$ cat src/rtl/adcrr_map.svh
`ifndef ADCRR_MAP_SVH
`define ADCRR_MAP_SVH
// Channel identifiers
`define ADCRR_ID_A 8'h3A
`define ADCRR_ID_B 8'h3B
`define ADCRR_ID_C 8'h3C
`define ADCRR_ID_D 8'h3D
// Read and write command words
`define ADCRR_RD_A 16'h3A00
`define ADCRR_RD_B 16'h3B00
`define ADCRR_RD_C 16'h3C00
`define ADCRR_RD_D 16'h3D00
`define ADCRR_WR_A 16'h0074
`define ADCRR_WR_B 16'h0076
`define ADCRR_WR_C 16'h0078
`define ADCRR_WR_D 16'h007A
// Frame layout
`define ADCRR_FRAME_BITS 6'h20
`define ADCRR_CMD_MSB 31
`define ADCRR_CMD_LSB 16
`define ADCRR_REQ_MSB 6
`define ADCRR_REQ_LSB 0
// Reset values
`define ADCRR_REQ_RST 7'h00
`define ADCRR_RES_RST 10'h000
// Code ranges
`define ADCRR_CODE_LO1 7'h01
`define ADCRR_CODE_HI1 7'h13
`define ADCRR_ESR_BASE 7'h14
`define ADCRR_CODE_LO2 7'h20
`define ADCRR_CODE_HI2 7'h41
`define ADCRR_CODE_LO3 7'h46
`define ADCRR_CODE_HI3 7'h51
// Serial clock: half period time and cycles at 40 MHz
`define ADCRR_CLK_MHZ 40
`define ADCRR_SCK_HALF_NS 400
`define ADCRR_SCK_HALF (`ADCRR_SCK_HALF_NS * `ADCRR_CLK_MHZ / 1000)
`endif

$ cat src/rtl/adcrr_pkg.sv
`include "adcrr_map.svh"
package adcrr_pkg;
  typedef enum logic [1:0] {
    CV_IDLE = 2'b00,
    CV_BUSY = 2'b01
  } adcrr_cstate_e;

  typedef enum logic [1:0] {
    HS_IDLE = 2'b00,
    HS_SHIFT = 2'b01,
    HS_TRAIL = 2'b10,
    HS_GAP = 2'b11
  } adcrr_hstate_e;

  function automatic logic [15:0] rdCmd(input logic [1:0] ch);
    unique case (ch)
      2'h0: rdCmd = `ADCRR_RD_A;
      2'h1: rdCmd = `ADCRR_RD_B;
      2'h2: rdCmd = `ADCRR_RD_C;
      2'h3: rdCmd = `ADCRR_RD_D;
    endcase
  endfunction : rdCmd

  function automatic logic [15:0] wrCmd(input logic [1:0] ch);
    unique case (ch)
      2'h0: wrCmd = `ADCRR_WR_A;
      2'h1: wrCmd = `ADCRR_WR_B;
      2'h2: wrCmd = `ADCRR_WR_C;
      2'h3: wrCmd = `ADCRR_WR_D;
    endcase
  endfunction : wrCmd

  function automatic logic [7:0] chanId(input logic [1:0] ch);
    unique case (ch)
      2'h0: chanId = `ADCRR_ID_A;
      2'h1: chanId = `ADCRR_ID_B;
      2'h2: chanId = `ADCRR_ID_C;
      2'h3: chanId = `ADCRR_ID_D;
    endcase
  endfunction : chanId
endpackage : adcrr_pkg

$ cat src/rtl/adcrr_if.sv
`timescale 1ns/100ps
`default_nettype none
interface adcrr_if;
  logic sck;
  logic csN;
  logic mosi;
  logic miso;
  logic misoOe;
  modport host (output sck, output csN, output mosi, input miso);
  modport dev (input sck, input csN, input mosi, output miso,
    output misoOe);
endinterface : adcrr_if
`default_nettype wire

$ cat src/rtl/adcrr_device.sv
`timescale 1ns/100ps
`default_nettype none
`include "adcrr_map.svh"
// Function
// RQ1: Channel B id 3B, cmds 3B00/0076.
// RQ2: Channel C id 3C, cmds 3C00/0078.
// RQ3: Channel D id 3D, cmds 3D00/007A.
// RQ4: Channel A id 3A, cmds 3A00/0074.
// RQ5: New-data flag set on done, cleared.
// RQ6: Seven-bit select code, write or reset.
// RQ7: Codes 01..13 select references and sensors.
// RQ8: ESR codes only echoed, never accepted.
// RQ9: Codes 20..2B select supply pin voltages.
// RQ10: Codes 2C..41, 46..51 select output pins.
// RQ11: Ten-bit result, cleared by soft reset.
// RQ12: Ignore upper payload, zeros, unused codes.
// RQ13: Controller polls, takes flag with result.
module adcrr_device (
  // Clock and reset
  input wire logic ref_clk,
  input wire logic rstn,
  // Serial link
  adcrr_if.dev link,
  // Soft state-machine reset
  input wire logic softReset,
  // Converter state machine
  output logic convReq,
  output logic [1:0] convChan,
  output logic [6:0] convCode,
  input wire logic convDone,
  input wire logic [9:0] convResult,
  // ESR measurement results
  input wire logic esrLoad,
  input wire logic [1:0] esrChan,
  input wire logic [1:0] esrSel,
  input wire logic [9:0] esrResult
);
  typedef struct packed {
    logic [2:0] sckS;
    logic [2:0] csS;
    logic [2:0] mosiS;
    logic sckF;
    logic csF;
    logic mosiF;
    logic [5:0] bits;
    logic [31:0] rx;
    logic [31:0] tx;
    logic misoOe;
    logic [3:0] flag;
    logic [3:0][6:0] code;
    logic [3:0][6:0] echo;
    logic [3:0][9:0] res;
    logic [3:0] pend;
    adcrr_pkg::adcrr_cstate_e st;
    logic convReq;
    logic [1:0] convChan;
    logic [6:0] convCode;
  } adcrr_dev_s;

  adcrr_dev_s s;
  adcrr_dev_s next_s;

  // Accepted request codes
  function automatic logic codeOk(input logic [6:0] c);
    codeOk = (c >= `ADCRR_CODE_LO1 && c <= `ADCRR_CODE_HI1) ||
      (c >= `ADCRR_CODE_LO2 && c <= `ADCRR_CODE_HI2) ||
      (c >= `ADCRR_CODE_LO3 && c <= `ADCRR_CODE_HI3);
  endfunction : codeOk

  // Payload bits above the code are dropped
  function automatic logic [6:0] payCode(input logic [31:0] w);
    payCode = w[`ADCRR_REQ_MSB:`ADCRR_REQ_LSB];
  endfunction : payCode

  // Reserved reply bits read as zero
  function automatic logic [31:0] replyWord(input logic [7:0] id,
    input logic f, input logic [6:0] e, input logic [9:0] r);
    replyWord = {4'h0, id, f, 2'b00, e, r};
  endfunction : replyWord

  logic fSck;
  logic fCs;
  logic fMosi;
  logic [3:0] setFlag;
  logic [3:0] clrFlag;
  logic [1:0] pick;
  logic [15:0] cmd;

  always_comb begin
    next_s = s;
    setFlag = 4'h0;
    clrFlag = 4'h0;
    pick = 2'h0;
    cmd = s.rx[`ADCRR_CMD_MSB:`ADCRR_CMD_LSB];
    next_s.sckS = {s.sckS[1:0], link.sck};
    next_s.csS = {s.csS[1:0], link.csN};
    next_s.mosiS = {s.mosiS[1:0], link.mosi};
    // Glitch filter: second and third stage must agree
    fSck = (s.sckS[1] == s.sckS[2]) ? s.sckS[2] : s.sckF;
    fCs = (s.csS[1] == s.csS[2]) ? s.csS[2] : s.csF;
    fMosi = (s.mosiS[1] == s.mosiS[2]) ? s.mosiS[2] : s.mosiF;
    next_s.sckF = fSck;
    next_s.csF = fCs;
    next_s.mosiF = fMosi;
    next_s.misoOe = ~fCs;
    next_s.convReq = 1'b0;
    if (!fCs && s.csF) begin
      next_s.bits = 6'h00;
    end
    if (!fCs && fSck && !s.sckF) begin
      next_s.rx = {s.rx[30:0], fMosi};
      next_s.bits = s.bits + 6'h01;
    end
    // Reply bits move on the falling edge
    if (!fCs && !fSck && s.sckF) begin
      next_s.tx = {s.tx[30:0], 1'b0};
    end
    // Frame completes on chip-select release
    if (fCs && !s.csF) begin
      next_s.tx = 32'h0000_0000;
      if (s.bits == `ADCRR_FRAME_BITS) begin
        for (int i = 0; i < 4; i++) begin
          // RQ4 RQ1 RQ2 RQ3 read decode
          if (cmd == adcrr_pkg::rdCmd(2'(i))) begin
            // RQ12 reserved bits zero
            next_s.tx = replyWord(adcrr_pkg::chanId(2'(i)), s.flag[i],
              s.echo[i], s.res[i]);
            // RQ5 clear on read
            clrFlag[i] = 1'b1;
          end
          // RQ4 RQ1 RQ2 RQ3 write decode
          if (cmd == adcrr_pkg::wrCmd(2'(i))) begin
            // RQ6 RQ12 only low seven bits kept
            next_s.code[i] = payCode(s.rx);
            next_s.echo[i] = payCode(s.rx);
            // RQ7 RQ8 RQ9 RQ10 RQ12 accepted codes convert
            next_s.pend[i] = codeOk(payCode(s.rx));
          end
        end
      end
    end
    // RQ8 ESR codes reach only the echo field
    if (esrLoad && esrSel != 2'h3) begin
      next_s.echo[esrChan] = `ADCRR_ESR_BASE + {5'h00, esrSel};
      next_s.res[esrChan] = esrResult;
      setFlag[esrChan] = 1'b1;
    end
    for (int i = 3; i >= 0; i--) begin
      if (s.pend[i]) begin
        pick = 2'(i);
      end
    end

    unique case (s.st)
      adcrr_pkg::CV_IDLE: begin
        if (|s.pend) begin
          next_s.convReq = 1'b1;
          next_s.convChan = pick;
          next_s.convCode = s.code[pick];
          next_s.pend[pick] = 1'b0;
          next_s.st = adcrr_pkg::CV_BUSY;
        end
      end
      adcrr_pkg::CV_BUSY: begin
        if (convDone) begin
          // RQ11 result store
          next_s.res[s.convChan] = convResult;
          next_s.echo[s.convChan] = s.convCode;
          // RQ5 set when done
          setFlag[s.convChan] = 1'b1;
          next_s.st = adcrr_pkg::CV_IDLE;
        end
      end
    endcase
    // Set beats clear in the same cycle
    next_s.flag = (s.flag & ~clrFlag) | setFlag;

    // RQ5 RQ6 RQ11 soft reset clears channel state
    if (softReset) begin
      next_s.flag = 4'h0;
      next_s.code = '0;
      next_s.echo = '0;
      next_s.res = '0;
      next_s.pend = 4'h0;
      next_s.convReq = 1'b0;
      next_s.st = adcrr_pkg::CV_IDLE;
    end
  end

  always_ff @(posedge ref_clk or negedge rstn) begin
    if (!rstn) begin
      s <= '0;
      s.sckS <= 3'h0;
      s.csS <= 3'h7;
      s.csF <= 1'b1;
      s.st <= adcrr_pkg::CV_IDLE;
    end else begin
      s <= next_s;
    end
  end

  assign link.miso = s.tx[31];
  assign link.misoOe = s.misoOe;
  assign convReq = s.convReq;
  assign convChan = s.convChan;
  assign convCode = s.convCode;
endmodule : adcrr_device
`default_nettype wire

$ cat src/flat_wrapper.sv
// flat-port wrapper written by rule: the top's interface ports become plain ports
module adcrr_device_flat 
  (ref_clk, rstn, softReset, convReq, convChan, convCode, convDone, convResult, esrLoad, esrChan, esrSel, esrResult, link_sck, link_csN, link_mosi, link_miso, link_misoOe);
  adcrr_if link_i ();
  input wire logic ref_clk;
  input wire logic rstn;
  input wire logic softReset;
  output logic convReq;
  output logic [1:0] convChan;
  output logic [6:0] convCode;
  input wire logic convDone;
  input wire logic [9:0] convResult;
  input wire logic esrLoad;
  input wire logic [1:0] esrChan;
  input wire logic [1:0] esrSel;
  input wire logic [9:0] esrResult;
  input wire logic [$bits(link_i.sck)-1:0] link_sck;
  input wire logic [$bits(link_i.csN)-1:0] link_csN;
  input wire logic [$bits(link_i.mosi)-1:0] link_mosi;
  output wire logic [$bits(link_i.miso)-1:0] link_miso;
  output wire logic [$bits(link_i.misoOe)-1:0] link_misoOe;
  assign link_i.sck = link_sck;
  assign link_i.csN = link_csN;
  assign link_i.mosi = link_mosi;
  assign link_miso = link_i.miso;
  assign link_misoOe = link_i.misoOe;
  adcrr_device u_core (.ref_clk(ref_clk), .rstn(rstn), .link(link_i), .softReset(softReset), .convReq(convReq), .convChan(convChan), .convCode(convCode), .convDone(convDone), .convResult(convResult), .esrLoad(esrLoad), .esrChan(esrChan), .esrSel(esrSel), .esrResult(esrResult));
endmodule
$ cat config.mk
export PLATFORM = sky130hd
export DESIGN_NAME = adcrr_device_flat
export DESIGN_NICKNAME = d
export VERILOG_FILES = /design/src/rtl/adcrr_pkg.sv /design/src/rtl/adcrr_if.sv /design/src/rtl/adcrr_device.sv /design/src/flat_wrapper.sv
export VERILOG_INCLUDE_DIRS = /design/src /design/src/rtl
export SDC_FILE = /design/constraint.sdc
export NUM_CORES = 1
export LEC_CHECK = 0
export BUFFER_PORTS_ARGS = -buffer_cell sky130_fd_sc_hd__buf_2
export CORE_ASPECT_RATIO = 1.75
export CORE_MARGIN = 2
export CORE_UTILIZATION = 62
export DETAILED_ROUTE_END_ITERATION = 6
export HOLD_SLACK_MARGIN = 0.03
export PLACE_DENSITY = 0.8
export REMOVE_ABC_BUFFERS = 1
export SETUP_SLACK_MARGIN = 0.3
export SLEW_MARGIN = 10
export SYNTH_ARGS = -nofsm -noshare
export SYNTH_HDL_FRONTEND = slang
export SYNTH_SLANG_ARGS = --single-unit
$ cat constraint.sdc
create_clock -name ref_clk -period 3.1 [get_ports ref_clk]
set_input_delay 0.62 -clock ref_clk [delete_from_list [all_inputs] [get_ports ref_clk]]
set_output_delay 0.62 -clock ref_clk [all_outputs]
set_load 0.1 [all_outputs]
==> impl_metrics.ini <==
[global_route]
grt_pass1_wl_mm = 41.48
grt_pass1_vias = 8044
grt_overflow = 0
antenna_found_initial = 0
grt_use_total_pct = 31.48
grt_max_degree = 73

[synth]
syn-instance-count = 1032
post_synth.cell_area_avg_um2 = 9.590
synth_top_family_by_area = simple AND/OR/NAND/NOR gates
synth_top_cell_area_share_pct = 49.05
ys_warn_count = 0
synth_xor_area_share_pct = 0.1770
synth_mux_area_share_pct = 9.064
ys.flop_type = dfrtp_1
yosys.area_share.simple_pct = 17.64
ys_types = 63
netlist_top_cells_area = dfrtp_1, nand2_1, mux2_2
synth_top_cell_by_area = dfrtp_1
synth_edf_count = 0
syn_area_mm2 = 0.009897
ys_ff_latch = 198
synth-compound-area-share_pct = 17.55
async_flop_share_pct = 100.0
ys_seq_area_share_pct = 50.11
synthAdderAreaFrac_pct = 0.5689

[critical_path]
slowest_delay_ns = 0.75
path_delay_family = simple AND/OR/NAND/NOR gates
critPathRequiredTime_ns = 3.39
critPathArrivalTime_ns = 2.90
slowest_stage = or4_1
cp-end-kind = flip-flop
cp_num_buf_inv = 1
worstPathCellList = inv_1, ha_1, nand4bb_1, or4_1, or2_1, a21oi_1, a211oi_1
cp_max_fo = 11
start_kind = flip-flop
crit_type = flip-flop to flip-flop

[cells_and_area]
finalNetCount = 1072
antenna_cells = 0
drive_gt1_share_pct = 16.37
fin_cells = 1240
syn2layout_area_growth_pct = 9.317
final_area_mm2 = 0.01082
fillers = 1230

[die]
num_rows = 61
die_h_um = 171.1
die_w_um = 99.51
core_mm2 = 0.01572
initial_utilization_pct = 62.95
io_pins = 44
die-area_mm2 = 0.01703

[clock_network]
clk_pin_slew_worst_paths_ns = 0.08
h-tree-depth = 4
cts_made_buffers = 17
clock-sinks = 198
postCtsSetupBuffers = 0
cts_tree = yes
worst_skew_pair.late_latency_ns = 0.44
root_buffer = clkbuf_16
clock_path_buffers = 2

[run]
drv_cap = 0

[timing]
fmax_ghz = 0.3820
fin_crit_sh_pct = 84.44
fin_skew_ns = 0.01080
layout_setup_ws_ns = 0.4823
setup_tns_ns = 0
final-max-slew-violation-count = 0
final.min_clock_period_ns = 2.618
rsz0062_at_grt = no
worstMarginPinSlew_ns = 0.8795
setup_viol = 0
finalHoldViolCount = 0
max_slew_margin_pct = 41.12

[placed_design]
dp.cells = 1208
port_buffers = 43
place_ws_ns = 0.5482
placed_area_mm2 = 0.01024
globalplace.congestion = 0.9635
dpl.hpwl_mm = 17.73

[power]
leakagePower_nw = 4.789
swShare_pct = 27.58
powerDensity_mw_per_mm2 = 520.9
power_frac_comb_pct = 11.4
p_seq_share_pct = 50.7
finalPower_mw = 5.636
p_int_mw = 4.082
clkPwrFrac_pct = 37.9
power.switching_mw = 1.554
peakVddDrop_mv = 0.3378

[drt]
first_pass_iters = 7
drt-initial-drc-count = 595
wl_mm = 26.00
wire_per_inst_um = 20.97
drt_drc_violations_left = 1
via_per_inst = 6.652
ant_nets = 0
vias = 8249

[min_path]
hold_class = input port to asynchronous set/reset pin

[run_status]
violations = design-rule violations
status = finished with violations
## through the flow
| stage | hold WS [ns] | util [%] |
|---|---|---|
| 3_5_place_dp | 0.3381 | 65.16 |
| 6_report | 0.1857 | 68.81 |
| 2_1_floorplan | 0.3244 | - |
| 5_1_grt | 0.2135 | 68.81 |
| 3_3_place_gp | 0.3317 | 65.16 |
| 4_1_cts | 0.1983 | 68.76 |
## repair_timing
action                     4_1_cts  5_1_grt
setup endpoints to repair        0        2
hold buffers                     0        0
gates resized for setup          0        2
## state kept, by name, indices dropped and copies added, names as in the netlist
register,count
u_core.convReq,1
u_core.s,164
u_core.link.misoOe,1
u_core.next_s,6
u_core.link.miso,1
u_core.convCode,7
u_core.convChan,2
u_core.cmd,16
## final timing paths
check | start | to | slack [ns] | depth (start not counted)
min in group ref_clk | link_csN | u_core.next_s[194] | 0.28 | 1
max in group asynchronous | rstn | u_core.next_s[195] | 2.14 | 2
worst min-delay path | rstn | u_core.s[139] | 0.19 | 1
worst max-delay path | u_core.s[181] | u_core.s[77] | 0.48 | 7
worst min register to register | u_core.next_s[191] | u_core.next_s[192] | 0.35 | 0
worst max register to register | u_core.s[181] | u_core.s[77] | 0.48 | 7
## synthesized netlist by cell type (all sizes together), types with 3 or more instances
cell,n
maj3,3
o22ai,4
and3b,11
mux2,45
o311a,16
nand4,6
dfstp,4
a311oi,28
a21oi,66
nor4,11
buf,23
o21ai,90
nor3,21
nand3,28
nand3b,5
nor2,72
a211oi,27
or4,4
and2,4
mux2i,39
dfrtp,194
nor2b,3
nand2,167
o31ai,3
and3,3
clkbuf,71
o32ai,11
or3,8
a31oi,5
inv,16
nand2b,5
a22oi,6
## cell usage in the layout (no fill, tap or decap), types with 3 or more instances in the layout
cell / count
nor2_1: 72
dfstp_2: 4
o22ai_1: 4
nand2_1: 167
nor2b_1: 3
o32ai_1: 11
dfrtp_1: 194
o311a_1: 16
and2_1: 4
a21oi_1: 66
mux2i_1: 39
nand3b_1: 5
or3_1: 7
and3_1: 3
a311oi_1: 28
or4_1: 3
mux2_2: 45
inv_1: 16
nor4_1: 7
clkinvlp_4: 4
nand2b_1: 5
a31oi_1: 5
a22oi_1: 6
inv_6: 3
o21ai_0: 86
nor3_1: 20
o31ai_1: 3
nor4_4: 3
nand3_1: 28
nand4_1: 6
clkbuf_16: 17
o21ai_1: 4
buf_2: 42
and3b_1: 11
buf_4: 37
a211oi_1: 27
## layout make-up
type	count	area, um^2	share of cell area (%)
multi-input combinational	724	4474	41.36
clock buffer	20	446.7	4.129
timing repair buffer	81	521.8	4.822
sequential	198	4960	45.84
tap	189	236.5	2.186
clock inverter	12	120.1	1.110
inverter	16	60.06	0.5551
## power groups by stage
stage	sequential, mW	clock, mW	combinational, mW
6_report	2.86	2.14	0.640
5_1_grt	2.87	2.27	0.693
4_1_cts	2.85	2.17	0.639
3_5_place_dp	2.90	0	0.636
3_3_place_gp	2.89	0	0.621
2_1_floorplan	2.93	0	0.274
## cells by family after synthesis
logic type      Yosys count
simple gates            362
compound gates          271
flops                   198
buf+inv                 110
mux                      84
fa+ha+maj                 5
xor+xnor                  2
## routing by layer
layer / wire (um) / global-route usage [%] / part of all wire [%]
met1: 9399 / 36.01 / 36
met2: 13300 / 53.64 / 51
met3: 1494 / 5.270 / 5.7
met4: 1804 / 21.02 / 6.9
met5: 0 / 0 / 0
## worst reg2reg max path, cell delays in order, from the launching register on
cell and delay, ns:
dfrtp_1 0.42, inv_1 0.07, ha_1 0.15, nand4bb_1 0.34
or4_1 0.75, or2_1 0.42, a21oi_1 0.23, a211oi_1 0.10
No activity file was read; power rests on OpenSTA's default activity.
